**src/core/sac_consts.vh**
```
// constants shared by the sar converter control logic
// assumes inclusion by bare name from files under core/
`ifndef SAC_CONSTS_VH
`define SAC_CONSTS_VH

// start-of-conversion source codes
`define SAC_SRC_SOFTWARE  3'h0
`define SAC_SRC_TIMER0    3'h1
`define SAC_SRC_TIMER2    3'h2
`define SAC_SRC_TIMER1    3'h3
`define SAC_SRC_EXT_PIN   3'h4
`define SAC_SRC_TIMER3    3'h5

// input mux codes
`define SAC_POS_TEMP      5'h1E
`define SAC_POS_SUPPLY    5'h1F
`define SAC_POS_RSV_LO    5'h15
`define SAC_POS_RSV_HI    5'h1D
`define SAC_NEG_GND       5'h1F

// conversion figures
`define SAC_TRACK_CLOCKS  2'h3
`define SAC_MSB_INDEX     4'h9
`define SAC_CODE_MSB      10'h200
`define SAC_CODE_ZERO     10'h000
`define SAC_LJ_PAD        6'h00
`define SAC_RESULT_ZERO   16'h0000

`endif

```
**src/core/sac_top.v**
```verilog
// sar converter conversion control: start selection, tracking, bit sequencing, formatting
// assumes all inputs are synchronous to clk and timer overflows are one-cycle pulses;
// the analog array answers sar_compare for the current trial code within a sar clock
`timescale 1ns/100ps
`default_nettype none
`include "sac_consts.vh"

module sac_top #(
  parameter RES_BITS = 10
) (
  // clock and reset
  input  wire        clk,
  input  wire        rst_n,
  // control bits
  input  wire        converter_enable,
  input  wire        left_align_select,
  input  wire        low_power_track_select,
  input  wire [2:0]  start_source_select,
  input  wire [4:0]  sar_clock_divisor,
  input  wire [4:0]  positive_input_select,
  input  wire [4:0]  negative_input_select,
  input  wire        busy_write_one,
  input  wire        done_flag_clear,
  input  wire        done_irq_enable,
  // start sources
  input  wire        timer0_overflow,
  input  wire        timer1_overflow,
  input  wire        timer2_low_overflow,
  input  wire        timer2_high_overflow,
  input  wire        timer2_16bit_mode,
  input  wire        timer3_low_overflow,
  input  wire        timer3_high_overflow,
  input  wire        timer3_16bit_mode,
  input  wire        external_convert_start,
  // analog array
  input  wire        sar_compare,
  output reg  [9:0]  sar_trial_code,
  output reg         analog_powered,
  output reg         track_enable,
  output reg         single_ended_mode,
  output reg  [4:0]  mux_positive_code,
  output reg  [4:0]  mux_negative_code,
  output reg         mux_positive_temp,
  output reg         mux_positive_supply,
  output reg         mux_positive_reserved,
  output reg         sar_clock_tick,
  // status and result
  output reg         conversion_in_progress,
  output reg         conversion_done_flag,
  output wire        conversion_irq,
  output reg  [7:0]  result_high_byte,
  output reg  [7:0]  result_low_byte
);

  // ************************************************************
  // reset release
  // ************************************************************
  reg        rst_meta_r;
  reg        rst_sync_r;

  // reset asserts at once but leaves on a clock edge, so no register
  // sees a release that lands close to the clock

  always @(posedge clk or negedge rst_n) begin
    if (!rst_n) begin
      rst_meta_r <= 1'b0;
      rst_sync_r <= 1'b0;
    end else begin
      rst_meta_r <= 1'b1;
      rst_sync_r <= rst_meta_r;
    end
  end

  wire       rst_int_n = rst_sync_r;

  // ************************************************************
  // states and storage
  // ************************************************************
  localparam [1:0] ST_IDLE  = 2'h0;
  localparam [1:0] ST_TRACK = 2'h1;
  localparam [1:0] ST_CONV  = 2'h2;

  reg [1:0]  state_r;
  reg [1:0]  state_nxt;
  reg [4:0]  div_cnt_r;
  reg [4:0]  div_cnt_nxt;
  reg [1:0]  track_cnt_r;
  reg [1:0]  track_cnt_nxt;
  reg [3:0]  bit_idx_r;
  reg [3:0]  bit_idx_nxt;
  reg [9:0]  code_nxt;
  reg        pin_prev_r;
  reg        busy_nxt;
  reg        done_nxt;
  reg        finish;
  reg [9:0]  bit_mask;
  reg [9:0]  final_code;
  reg [9:0]  signed_code;
  reg [15:0] result_word;

  // ************************************************************
  // sar clock divider
  // ************************************************************
  // divider is held at zero while the sequencer is idle so the first
  // tracking or bit period is always a full sar clock long
  // a divisor lowered below the running count makes that one period run
  // through the full 5-bit wrap; change it only between conversions
  wire       div_wrap = (div_cnt_r == sar_clock_divisor);

  always @* begin
    div_cnt_nxt = div_cnt_r + 5'h01;
    if (!converter_enable || div_wrap) begin
      div_cnt_nxt = 5'h00;
    end
    if (state_r == ST_IDLE) begin
      div_cnt_nxt = 5'h00;
    end
  end

  wire       sar_tick = converter_enable && (state_r != ST_IDLE) && div_wrap;

  // ************************************************************
  // start selection
  // ************************************************************
  // pin history updates in every state, so a pin held high through a
  // conversion cannot start another one once the sequencer is idle again
  wire       pin_rise  = external_convert_start && !pin_prev_r;
  wire       t2_ovf    = timer2_16bit_mode ? timer2_high_overflow : timer2_low_overflow;
  wire       t3_ovf    = timer3_16bit_mode ? timer3_high_overflow : timer3_low_overflow;
  reg        start_evt;

  always @* begin
    start_evt = 1'b0;
    case (start_source_select)
      `SAC_SRC_SOFTWARE: start_evt = busy_write_one;
      `SAC_SRC_TIMER0:   start_evt = timer0_overflow;
      `SAC_SRC_TIMER1:   start_evt = timer1_overflow;
      `SAC_SRC_TIMER2:   start_evt = t2_ovf;
      `SAC_SRC_TIMER3:   start_evt = t3_ovf;
      `SAC_SRC_EXT_PIN:  start_evt = pin_rise;
      // codes 6 and 7 select no source: the converter stays enabled but idle
      default:           start_evt = 1'b0;
    endcase
  end

  wire       ext_src = (start_source_select == `SAC_SRC_EXT_PIN);

  // ************************************************************
  // conversion sequencer
  // ************************************************************
  always @* begin
    state_nxt     = state_r;
    track_cnt_nxt = track_cnt_r;
    bit_idx_nxt   = bit_idx_r;
    code_nxt      = sar_trial_code;
    busy_nxt      = conversion_in_progress;
    finish        = 1'b0;
    bit_mask      = `SAC_CODE_MSB >> (`SAC_MSB_INDEX - bit_idx_r);
    case (state_r)
      ST_IDLE: begin
        // a start is only looked at here, so one during a conversion is dropped
        if (converter_enable && start_evt) begin
          busy_nxt = 1'b1;
          if (low_power_track_select && !ext_src) begin
            state_nxt     = ST_TRACK;
            track_cnt_nxt = 2'h0;
          end else begin
            // pin source in low-power mode has already tracked while the pin was low
            state_nxt   = ST_CONV;
            bit_idx_nxt = `SAC_MSB_INDEX;
            code_nxt    = `SAC_CODE_MSB;
          end
        end
      end
      ST_TRACK: begin
        if (sar_tick) begin
          track_cnt_nxt = track_cnt_r + 2'h1;
          if (track_cnt_r == (`SAC_TRACK_CLOCKS - 2'h1)) begin
            state_nxt   = ST_CONV;
            bit_idx_nxt = `SAC_MSB_INDEX;
            code_nxt    = `SAC_CODE_MSB;
          end
        end
      end
      ST_CONV: begin
        if (sar_tick) begin
          // keep or drop the trial bit, msb first
          if (!sar_compare) begin
            code_nxt = sar_trial_code & ~bit_mask;
          end
          if (bit_idx_r == 4'h0) begin
            state_nxt = ST_IDLE;
            busy_nxt  = 1'b0;
            finish    = 1'b1;
          end else begin
            bit_idx_nxt = bit_idx_r - 4'h1;
            code_nxt    = code_nxt | (bit_mask >> 1);
          end
        end
      end
      default: begin
        state_nxt = ST_IDLE;
        busy_nxt  = 1'b0;
      end
    endcase
    // disable overrides everything: an aborted conversion drops busy, leaves
    // the done flag alone and keeps the old result bytes
    if (!converter_enable) begin
      state_nxt = ST_IDLE;
      busy_nxt  = 1'b0;
      code_nxt  = `SAC_CODE_ZERO;
    end
  end

  // ************************************************************
  // result formatting
  // ************************************************************
  // formatting reads the code as it stands after this edge, so the finish
  // cycle stores the last bit decision without an extra clock
  wire       diff_mode = (negative_input_select != `SAC_NEG_GND);

  always @* begin
    final_code  = code_nxt;
    // the array counts offset binary; flipping the msb gives two's complement
    signed_code = final_code ^ `SAC_CODE_MSB;
    result_word = `SAC_RESULT_ZERO;
    if (!diff_mode) begin
      if (left_align_select) begin
        result_word = {final_code, `SAC_LJ_PAD};
      end else begin
        result_word = {6'h00, final_code};
      end
    end else begin
      if (left_align_select) begin
        result_word = {signed_code, `SAC_LJ_PAD};
      end else begin
        result_word = {{6{signed_code[9]}}, signed_code};
      end
    end
  end

  // ************************************************************
  // done flag
  // ************************************************************
  always @* begin
    done_nxt = conversion_done_flag;
    if (done_flag_clear) begin
      done_nxt = 1'b0;
    end
    // falling busy wins over a clear in the same cycle
    if (conversion_in_progress && !busy_nxt && finish) begin
      done_nxt = 1'b1;
    end
  end

  assign conversion_irq = conversion_done_flag && done_irq_enable;

  // ************************************************************
  // registers
  // ************************************************************
  always @(posedge clk or negedge rst_int_n) begin
    if (!rst_int_n) begin
      state_r                <= ST_IDLE;
      div_cnt_r              <= 5'h00;
      track_cnt_r            <= 2'h0;
      bit_idx_r              <= 4'h0;
      pin_prev_r             <= 1'b0;
      sar_trial_code         <= `SAC_CODE_ZERO;
      conversion_in_progress <= 1'b0;
      conversion_done_flag   <= 1'b0;
      sar_clock_tick         <= 1'b0;
    end else begin
      state_r                <= state_nxt;
      div_cnt_r              <= div_cnt_nxt;
      track_cnt_r            <= track_cnt_nxt;
      bit_idx_r              <= bit_idx_nxt;
      pin_prev_r             <= external_convert_start;
      sar_trial_code         <= code_nxt;
      conversion_in_progress <= busy_nxt;
      conversion_done_flag   <= done_nxt;
      sar_clock_tick         <= sar_tick;
    end
  end

  // ************************************************************
  // result bytes
  // ************************************************************
  // both bytes move together in the finish cycle only, so a read between
  // conversions never mixes two results
  always @(posedge clk or negedge rst_int_n) begin
    if (!rst_int_n) begin
      result_high_byte <= 8'h00;
      result_low_byte  <= 8'h00;
    end else if (finish) begin
      result_high_byte <= result_word[15:8];
      result_low_byte  <= result_word[7:0];
    end
  end

  // ************************************************************
  // analog front-end controls
  // ************************************************************
  // low-power pin mode is the one low-power case where tracking comes before the
  // start event instead of after it
  reg        track_nxt;

  always @* begin
    track_nxt = 1'b0;
    if (converter_enable) begin
      if (!low_power_track_select) begin
        track_nxt = (state_nxt != ST_CONV);
      end else if (ext_src) begin
        track_nxt = (state_nxt == ST_IDLE) && !external_convert_start;
      end else begin
        track_nxt = (state_nxt == ST_TRACK);
      end
    end
  end

  always @(posedge clk or negedge rst_int_n) begin
    if (!rst_int_n) begin
      analog_powered        <= 1'b0;
      track_enable          <= 1'b0;
      single_ended_mode     <= 1'b1;
      mux_positive_code     <= 5'h00;
      mux_negative_code     <= 5'h00;
      mux_positive_temp     <= 1'b0;
      mux_positive_supply   <= 1'b0;
      mux_positive_reserved <= 1'b0;
    end else begin
      analog_powered        <= converter_enable;
      track_enable          <= track_nxt;
      single_ended_mode     <= !diff_mode;
      mux_positive_code     <= positive_input_select;
      mux_negative_code     <= negative_input_select;
      mux_positive_temp     <= (positive_input_select == `SAC_POS_TEMP);
      mux_positive_supply   <= (positive_input_select == `SAC_POS_SUPPLY);
      mux_positive_reserved <= (positive_input_select >= `SAC_POS_RSV_LO) &&
                               (positive_input_select <= `SAC_POS_RSV_HI);
    end
  end

endmodule
`default_nettype wire

```
**config.mk**
```make
export PLATFORM = sky130hd
export DESIGN_NAME = sac_top
export DESIGN_NICKNAME = d
export VERILOG_FILES = /design/src/core/sac_top.v
export VERILOG_INCLUDE_DIRS = /design/src /design/src/core
export SDC_FILE = /design/constraint.sdc
export NUM_CORES = 1
export LEC_CHECK = 0
export ABC_AREA = 1
export BUFFER_PORTS_ARGS = -buffer_cell sky130_fd_sc_hd__buf_2
export CORE_ASPECT_RATIO = 0.6
export CORE_UTILIZATION = 54
export CTS_BUF_LIST = sky130_fd_sc_hd__clkbuf_4 sky130_fd_sc_hd__clkbuf_8
export CTS_CLUSTER_DIAMETER = 80
export DETAILED_ROUTE_END_ITERATION = 7
export GPL_TIMING_DRIVEN = 0
export PLACE_DENSITY = 0.86
export SLEW_MARGIN = 20
export SYNTH_ARGS = -nofsm -noshare
export SYNTH_HDL_FRONTEND = slang
export SYNTH_SLANG_ARGS = --single-unit
```
**constraint.sdc**
```tcl
create_clock -name clk -period 4.5 [get_ports clk]
set_clock_uncertainty 0.15 [all_clocks]
set_input_delay 0.9 -clock clk [delete_from_list [all_inputs] [get_ports clk]]
set_output_delay 0.9 -clock clk [all_outputs]
set_load 0.02 [all_outputs]
```
### After elaboration in Yosys (flattened, before gate mapping)

Cells that the tools add are included.
W data, S select, Z words.

| word-level totals | value |
|---|---|
| register bits | 61 |
| bits of input ports | 36 |

| operators by class | value |
|---|---|
| equality and inequality tests | 21 |
| muxes and demuxes | 51 |
| shifts and indexed selects | 1 |
| $lt $le $gt $ge | 2 |
| add/subtract/negate cells | 4 |
| reduce and logical (&&, ||, !) cells | 27 |
| bitwise gates (word level) | 4 |

Operator list:

| operator | number |
|---|---|
| $mux W10 | 10 |
| $mux W16 | 2 |
| $pmux W10 S3 | 1 |
| $mux W4 | 6 |
| $mux W2 | 10 |
| $mux W15 | 1 |
| $mux W1 | 14 |
| $ne A2 B2 Y1 const B | 6 |
| $pmux W4 S3 | 1 |
| $and A10 B10 Y10 | 1 |
| $eq A5 B5 Y1 const B | 2 |
| $logic_and A1 B1 Y1 | 10 |
| $mux W5 | 2 |
| $not A10 Y10 | 1 |
| $or A10 B9 Y10 | 1 |
| $shr A10 B4 Y10 const A | 1 |
| $reduce_and A7 Y1 | 1 |
| $eq A3 B2 Y1 const B | 2 |
| $eq A3 B3 Y1 const B | 2 |
| $logic_not A1 Y1 | 6 |
| $pmux W1 S6 | 1 |
| $pmux W2 S3 | 1 |
| $reduce_bool A2 Y1 | 3 |
| $add A5 B1 Y5 const B | 1 |
| other kinds (20) | 24 |

### Logic depth before layout (Yosys ltp)

Gate-level depths: netlist of the first run.

| logic depth | value |
|---|---|
| depth in word-level cells | 15 |
| depth in mapped cells | 17 |

### Worst setup path after synthesis of the first run

Ideal clock, no wire load.

| timing | value |
|---|---|
| path kind | input-to-reg |
| from | input sar_clock_divisor[0] |
| to | register result_low_byte[6] |
| setup slack | 2146 ps |
| buffers on the path | 1 |
| data required time | 4226 ps |
| stages on the path | 9 |
| arrival time | 2079 ps |
| cells stage by stage | xnor2_1 nand2_1 nor2_4 nand3_4 nor3_4 inv_4 buf_2 nand2_1 nand3_1 |

| on the way | value |
|---|---|
| word-level cells in the longest chain between the ends | 7 |
| elaborated cells on any way between the ends | 11 |
| classes of those cells | eq/ne (1); mux (9); reduce/logical (1) |

RTL lines:

| what | line | source |
|---|---|---|
| start: declaration | sac_top.v:19 | `input wire [4:0] sar_clock_divisor,` |
| $eq A5 B5 Y1 * | sac_top.v:108 | `wire div_wrap = (div_cnt_r == sar_clock_divisor);` |
| $logic_and A1 B1 Y1 * | sac_top.v:120 | `wire sar_tick = converter_enable && (state_r != ST_IDLE) && div_wrap;` |
| $mux W10, on equally long branches | sac_top.v:186, sac_top.v:176 |  |
| $pmux W10 S3 | sac_top.v:159 | `case (state_r)` |
| $mux W10 | sac_top.v:208 | `if (!converter_enable) begin` |
| $mux W16 / $mux W15 (equally long branches) | sac_top.v:228, sac_top.v:234 |  |
| $mux W16 | sac_top.v:227 | `if (!diff_mode) begin` |
| end signal: assignment | sac_top.v:296 | `result_low_byte <= result_word[7:0];` |
| end: declaration | sac_top.v:52 | `output reg [7:0] result_low_byte` |

Every way passes the cells marked *; elsewhere a longest branch is shown, timed or not.
A chain may end at the register's enable or synchronous reset.

### Worst setup path in the final report of the first run

| timing | value |
|---|---|
| from | register bit_idx_r[0] |
| to | register result_high_byte[2] |

| on the way | value |
|---|---|
| word-level cells in the longest chain between the ends | 15 |
| elaborated cells on any way between the ends | 20 |
| classes of those cells | add/sub (1); shift (1); mux (13); bitwise (4); reduce/logical (1) |

RTL lines:

| what | line | source |
|---|---|---|
| start: declaration | sac_top.v:89 | `reg [3:0] bit_idx_r;` |
| start signal: assignment | sac_top.v:276 | `bit_idx_r <= bit_idx_nxt;` |
| $sub A4 B4 Y4 (no source line) | -- |  |
| $shr A10 B4 Y10 (no source line) | -- |  |
| $not A10 Y10 | sac_top.v:189 | `code_nxt = sar_trial_code & ~bit_mask;` |
| $and A10 B10 Y10 | sac_top.v:189 |  |
| $mux W10 | sac_top.v:188 | `if (!sar_compare) begin` |
| $mux W10 | sac_top.v:186 | `if (sar_tick) begin` |
| $mux W10 | sac_top.v:159 |  |
| $or A10 B9 Y10 | sac_top.v:197 | `code_nxt = code_nxt \| (bit_mask >> 1);` |
| $mux W10 | sac_top.v:191 | `if (bit_idx_r == 4'h0) begin` |
| $mux W10 | sac_top.v:186 |  |
| $pmux W10 S3 | sac_top.v:159 |  |
| $mux W10 | sac_top.v:208 |  |
| $not A1 Y1 (no source line) | -- |  |
| $mux W15 | sac_top.v:234 | `if (left_align_select) begin` |
| $mux W16 | sac_top.v:227 |  |
| end signal: assignment | sac_top.v:295 | `result_high_byte <= result_word[15:8];` |
| end: declaration | sac_top.v:51 | `output reg [7:0] result_high_byte,` |

Several ways; a longest one is shown, not always the timed one. The select of a mux whose other input is x is not followed.

==> results of run 1 <==
registers in the layout, summed over array words and instances, names as in the netlist, 2 cells and up:
name,count
track_cnt_r,2
bit_idx_r,4
mux_positive_code,5
result_high_byte,8
state_r,2
result_low_byte,8
mux_negative_code,5
sar_trial_code,10
div_cnt_r,5
critical path, stage by stage, from the launching register on:
cell and delay [ns]:
dfrtp_1 0.43, inv_1 0.14, ha_1 0.27, nand2_1 0.11, nor2_2 0.27, inv_1 0.15
nor3_4 0.47, inv_4 0.14, a21oi_2 0.29, a21boi_0 0.16
worst min path at each step:
| stage | end | slack (ns) |
|---|---|---|
| final | result_high_byte[4] | 0.06 |
| after global routing | result_high_byte[5] | 0.09 |
| after CTS | result_high_byte[4] | 0.07 |
| after detailed placement | result_high_byte[4] | 0.06 |
| after global placement | rst_int_n | 0.19 |
| after floorplan | rst_int_n | 0.18 |
cell usage after synthesis, drive strengths merged (4+ instances only):
| cell type | number | share of area [%] |
|---|---|---|
| nand2 | 114 | 12 |
| a21oi | 14 | 2.1 |
| o21ai | 42 | 6.0 |
| clkbuf | 4 | 0.43 |
| nor2 | 34 | 5.5 |
| nand4 | 11 | 1.9 |
| ha | 7 | 2.5 |
| buf | 7 | 1.1 |
| o211ai | 11 | 2.3 |
| a21boi | 7 | 1.5 |
| inv | 74 | 8.0 |
| or2 | 6 | 1.1 |
| dfrtp | 60 | 43 |
| nand3 | 54 | 8.0 |
cells in the final DEF, fill, tap and decap left out, types with 3 or more instances in the layout:
master      n
or2_2       6
o21ai_1     7
nor2_4      5
nand4_1    11
nor2_2      5
nor2_1     23
o21ai_0    35
dfrtp_1    59
ha_1        7
inv_2       7
a21boi_0    6
buf_2      84
clkbuf_1    4
clkbuf_8   10
inv_1      65
nand2_1   113
a21oi_1    13
xor2_1      3
o211ai_1   11
clkinv_2    3
nand3_1    53
metal layers:
metal / part of all wire (%) / routed length [um] / vias to the layer above
met5: 0 / 0 / -
met4: 3.2 / 320 / 0
met3: 11 / 1060 / 46
met2: 45 / 4410 / 228
met1: 41 / 4100 / 1681
li1: - / - / 1687
power by group:
| part | total [W] | leakage, nW | internal, W | switching (W) |
|---|---|---|---|---|
| registers | 0.000598 | 0.805 | 0.000573 | 0.0000252 |
| logic | 0.000285 | 1.39 | 0.0000861 | 0.000199 |
| clock network | 0.000494 | 0.102 | 0.000269 | 0.000225 |
final cells by class:
type / instances / share of cell area (%)
flip-flops and latches: 61 / 36.0
clock inverters: 6 / 1.44
clock buffers: 10 / 3.24
well taps: 84 / 2.47
multi-input cells: 317 / 39.0
repair buffers: 80 / 9.76
inverters: 76 / 6.82
plain buffers: 11 / 1.29
cells by family (layout without fill, tap and decap cells):
kind of cell	count (synthesis)	after routing
other cells	1	1
xor+xnor	6	6
fa+ha+maj	7	7
flops	61	61
buf+inv	87	183
compound gates	78	78
simple gates	225	225
per-stage QoR:
step                instance area (um2)  std cells  util [%]
floorplan                          3530        465         -
detailed placement                 4060        629      65.2
global placement                   4030        628      64.8
finish                             4250        645      68.4
CTS                                4250        645      68.4
global route                       4250        645      68.4
==> qor.yml, run 1 <==
setup_path:
  worst-r2r-cell-count: 9
  worst_setup_path_end_kind: "register"
  critPathMaxFanout: 10
  cp.required_ns: 4.57
  reg2reg_slack_ns: 1.77
  critPathCapture: "result_high_byte[2]"
  crit_type: "reg -> reg"
  crit_arrival_ns: 2.80
  r2r_start: "bit_idx_r[0]"
  cp-start-kind: "register"
  regToRegEndpoint: "result_high_byte[2]"
  startpoint: "bit_idx_r[0]"
clocking:
  root_buffer: "clkbuf_8"
  cts_setup_buffers: 0
  clk_pin_slew_ns: 0.07
  clk_path_buf_depth: 2
  clock-sinks: 61
  cts_made_buffers: 9
  cts_tree: "built"
  hold_buffers: 0
  worstSkewPairLatency_ns: 0.36
  htreeDepth: 3
  post_cts_resize_count: 0
timing:
  slew_violations: 0
  fin_ws_ns: 1.77
  maxSlewHeadroom_pct: 61.3
  finalCritPeriodShare_pct: 60.7
  period_needed_ns: 2.73
  finalSetupViolCount: 0
  tightestPinTransition_ns: 0.580
  setup_tns_ns: 0
  max_freq_mhz: 366
  holdWs_ns: 0.0644
  grt_setup_unrepaired: "false"
  hold_viol: 0
floorplanning:
  initial_utilization_pct: 56.8
  fp.dieArea_um2: 6880
  die_h_um: 64.6
  rows: 22
  core_area_um2: 6220
  die_x_um: 106
  pin_count: 82
synthesis:
  synth_edf_count: 0
  ys_warn_count: 0
  synth_top_family_by_area: "simple AND/OR/NAND/NOR gates"
  synthXorXnorAreaFrac_pct: 1.70
  ys_ff_latch: 61
  async_reset_ff_share_pct: 100
  synth_compound_area_share_pct: 12.7
  synth.avg_cell_area_um2: 7.59
  seq_area_frac_synth_pct: 43.3
  yosys.area_share.simple_pct: 30.0
  synthAdderAreaFrac_pct: 2.48
  synth_cell_types: 38
  dominantRegCellSynth: "dfrtp_1"
  synth_area_um2: 3530
  synthMuxAreaShare_pct: 0
  synth_cells: 465
  synth_nets: 508
final_layout:
  nNetsFinal: 599
  area_growth_pct: 20.5
  n_antenna_cell: 0
  ff_latch_area_um2: 1530
  drive_gt1_share_pct: 24.1
  n_fill_cell: 526
  multi_input_area_um2: 1660
outcome:
  status: "completed"
grt:
  grt_max_degree: 42
  grt_overflow: 0
  top_usage_layer: "met2"
  grt_util_met2_pct: 47.5
  grtUsageMet3_pct: 10.1
  grt_pass1_vias: 3369
  antenna_found_initial: 0
  grt.total_usage_pct: 31.2
  grt_util_met1_pct: 40.9
  grt_first_pass_wirelength_mm: 16.1
placed_design:
  gp_congestion: 0.943
  port_buffers: 79
  dpl.hpwl_mm: 7.41
  place_ws_ns: 1.61
pwr:
  p_total_w: 0.00138
  ir_worst_vdd_mv: 0.220
  p_leak_nw: 2.29
  pwr_density_cell_nw_per_um2: 324
route:
  drtIter0Drc: 412
  firstDrtPassIters: 6
  drc_errors: 0
  drt_wl_total_mm: 9.88
  wl_per_cell_um: 15.3
  vias: 3642
  vias_per_cell: 5.65
  final_antenna_net_count: 0
worst_hold_path:
  hold_path.class: "reg -> async"
run:
  maxCapViolations: 0
No activity file was read; power rests on OpenSTA's default activity.
==> inputs of run 2 (changes only) <==
--- a/config.mk
+++ b/config.mk
@@ -6,7 +6,7 @@
 export SDC_FILE = /design/constraint.sdc
 export NUM_CORES = 1
 export LEC_CHECK = 0
-export ABC_AREA = 1
+export ABC_AREA = 0
 export BUFFER_PORTS_ARGS = -buffer_cell sky130_fd_sc_hd__buf_2
 export CORE_ASPECT_RATIO = 0.6
 export CORE_UTILIZATION = 54
@@ -14,7 +14,7 @@
 export CTS_CLUSTER_DIAMETER = 80
 export DETAILED_ROUTE_END_ITERATION = 7
 export GPL_TIMING_DRIVEN = 0
-export PLACE_DENSITY = 0.86
+export PLACE_DENSITY = 0.88
 export SLEW_MARGIN = 20
 export SYNTH_ARGS = -nofsm -noshare
 export SYNTH_HDL_FRONTEND = slang
==> constraint.sdc (replaced) <==
create_clock -name clk -period 2.6 [get_ports clk]
set_clock_uncertainty 0.15 [all_clocks]
set_input_delay 0.52 -clock clk [delete_from_list [all_inputs] [get_ports clk]]
set_output_delay 0.52 -clock clk [all_outputs]
set_load 0.02 [all_outputs]
==> run 2 against run 1 <==
Effect of this change: via count fell by 20%; critical path depth fell by 2; wire length fell by 17%; clock power rose by 110%; register-to-register slack got worse by 1.7 ns; power rose by 75%; synthesized cell count fell by 33%.
==> qor.yml, run 2 <==
outcome:
  status: "completed"
clocking:
  htreeDepth: 3
  cts_tree: "built"
  worstSkewPairLatency_ns: 0.35
  root_buffer: "clkbuf_8"
  clk_pin_slew_ns: 0.07
  cts_made_buffers: 9
  clk_path_buf_depth: 2
  clock-sinks: 61
worst_hold_path:
  hold_path.class: "in -> reg"
  min_from: "negative_input_select[1]"
synthesis:
  synth_cell_types: 59
  synthXorXnorAreaFrac_pct: 2.58
  yosys.area_share.simple_pct: 19.7
  synthMuxAreaShare_pct: 0.983
  synth_top_family_by_area: "simple AND/OR/NAND/NOR gates"
  synth_common_cells: "60 x dfrtp_1, 35 x nand2_1, 25 x inv_1, 24 x nor2_1, 14 x o21ai_0"
  synth_cells: 310
  synth_top_area_share_pct: 49.2
  synth_edf_count: 0
  synthAdderAreaFrac_pct: 2.87
  synth.avg_cell_area_um2: 9.85
  ys_warn_count: 0
  dominantRegCellSynth: "dfrtp_1"
  synth_area_leaders: "dfrtp_1 49%, nand2_1 4.3%, inv_1 3.1%"
  synth_most_common_cell: "dfrtp_1"
  synth_compound_area_share_pct: 19.1
  ys_ff_latch: 61
  async_reset_ff_share_pct: 100
  synth_nets: 353
  synth_area_um2: 3050
  seq_area_frac_synth_pct: 50.0
  yosysTopAreaCell: "dfrtp_1"
timing:
  holdWs_ns: 0.146
  finalSetupViolCount: 0
  finalCritPeriodShare_pct: 97.7
  hold_viol: 0
  period_needed_ns: 2.54
  maxSlewHeadroom_pct: 48.4
  slew_violations: 0
  grt_setup_unrepaired: "true"
  max_freq_mhz: 394
  tightestPinTransition_ns: 0.774
  setup_tns_ns: 0
setup_path:
  critPathMaxFanout: 5
  reg2reg_slack_ns: 0.06
  worst_setup_path_end_kind: "register"
  r2r_start: "bit_idx_r[1]"
  crit_cells: 7
  slowest_stage: "or4_4"
  cp_top_family: "simple AND/OR/NAND/NOR gates"
  startpoint: "bit_idx_r[1]"
  cp.required_ns: 2.66
  regToRegEndpoint: "result_high_byte[1]"
  cp-start-kind: "register"
  crit_path_max_incr_delay_ns: 0.57
  cp_cell_sequence: "inv_2, ha_4, or2_2, or4_4, and2_4, o311ai_4, o211ai_1"
  worst-r2r-cell-count: 7
  crit_arrival_ns: 2.60
  cp.buffers_inverters: 1
  critPathCapture: "result_high_byte[1]"
  crit_type: "reg -> reg"
route:
  drtIter0Drc: 287
  vias_per_cell: 6.02
  final_antenna_net_count: 0
  firstDrtPassIters: 6
  drc_errors: 0
  wl_per_cell_um: 17.0
  vias: 2900
  drt_wl_total_mm: 8.19
floorplanning:
  pin_count: 82
  rows: 20
  die_h_um: 60.3
  die_x_um: 99.1
  fp.dieArea_um2: 5970
  core_area_um2: 5260
  initial_utilization_pct: 58.1
grt:
  antenna_found_initial: 0
  grt_first_pass_wirelength_mm: 12.9
  grt_pass1_vias: 2556
  grt_overflow: 0
  grt_max_degree: 60
  grt.total_usage_pct: 29.5
final_layout:
  area_growth_pct: 30.2
  n_antenna_cell: 0
  final_cell_mix: "84 x buf_2, 59 x dfrtp_1, 35 x nand2_1"
  top_regs: "sar_trial_code x10, result_high_byte x8, result_low_byte x8"
  largest_register_ffs: 10
  n_fill_cell: 354
  drive_gt1_share_pct: 32.9
  nNetsFinal: 454
  top_register: "sar_trial_code"
  layout_commonest_cell: "buf_2"
placed_design:
  gp_congestion: 0.935
  dpl.hpwl_mm: 5.58
  port_buffers: 81
pwr:
  pwr_density_cell_nw_per_um2: 606
  ir_worst_vdd_mv: 0.366
  p_leak_nw: 1.97
run:
  maxCapViolations: 0
## run 2: cell types whose count changed after synthesis, sizes merged, moves of 6 or more
cell / previous run / this run
a21oi: 14 / 8
and2: 0 / 8
nor4: 0 / 8
o21ai: 42 / 15
o211ai: 11 / 2
nand3: 54 / 10
inv: 74 / 25
a21boi: 7 / 0
nand2: 114 / 35
a31oi: 2 / 10
nor2: 34 / 24
## run 2: worst min-delay path by stage
stage	end	slack [ns]	cells past startpoint
floorplan	rst_int_n	0.07	0
global placement	rst_int_n	0.16	1
detailed placement	rst_meta_r	0.16	1
CTS	mux_negative_code[3]	0.13	1
global route	mux_negative_code[2]	0.13	1
finish	mux_negative_code[1]	0.15	1
## run 2: worst register-to-register path, stage by stage, from the launching register on
cell and delay (ns):
dfrtp_1 0.40, inv_2 0.10, ha_4 0.23, or2_2 0.36, or4_4 0.57, and2_4 0.20
o311ai_4 0.26, o211ai_1 0.14
## run 2: cell families (layout without fill, tap and decap cells)
family	Yosys count	in the layout
AND/OR/NAND/NOR	117	117
adder cells (fa/ha/maj)	7	7
AO/OA/AOI/OAI	78	78
flip-flops	61	61
buffers and inverters	34	140
multiplexers	3	3
XOR/XNOR	9	9
other	1	1
## run 2: layer usage
metal / GRT usage, % / vias to the layer above / share of wire (%)
met5: 0 / - / 0
met4: 9.03 / 0 / 1.4
met3: 9.12 / 20 / 11
met1: 43.0 / 1372 / 44
li1: - / 1323 / -
met2: 42.4 / 185 / 43
## run 2: area by class of cell
type | count | area (um2) | share of cell area (%)
clock buffer | 13 | 179 | 4.50
timing repair buffer | 90 | 475 | 12.0
sequential | 61 | 1530 | 38.5
multi-input combinational | 215 | 1500 | 37.7
tap | 66 | 82.6 | 2.08
inverter | 25 | 93.8 | 2.36
clock inverter | 3 | 65.1 | 1.64
buffer | 9 | 47.5 | 1.20
## run 2: stage by stage
stage	util [%]	power [W]	setup WS (ns)	instances	instance area, um2
floorplan	-	0.00123	0.0789	310	3050
global route	75.6	0.00251	-0.0261	482	3980
global placement	67.4	0.00134	-0.448	457	3540
detailed placement	67.5	0.00135	-0.461	457	3550
CTS	73.8	0.00239	0.0215	478	3880
finish	75.6	0.00241	0.0603	482	3980
## run 2: power by group
group          internal (W)  switching [W]
Clock              0.000643       0.000374
Combinational      0.000135       0.000221
Sequential         0.000984      0.0000508
## run 2: timing repair
action	CTS	global route
setup endpoints to repair	32	20
pin swaps	0	6
endpoints found under the hold margin	2	0
buffers inserted	4	4
hold buffers	1	0
gates resized for setup	6	12
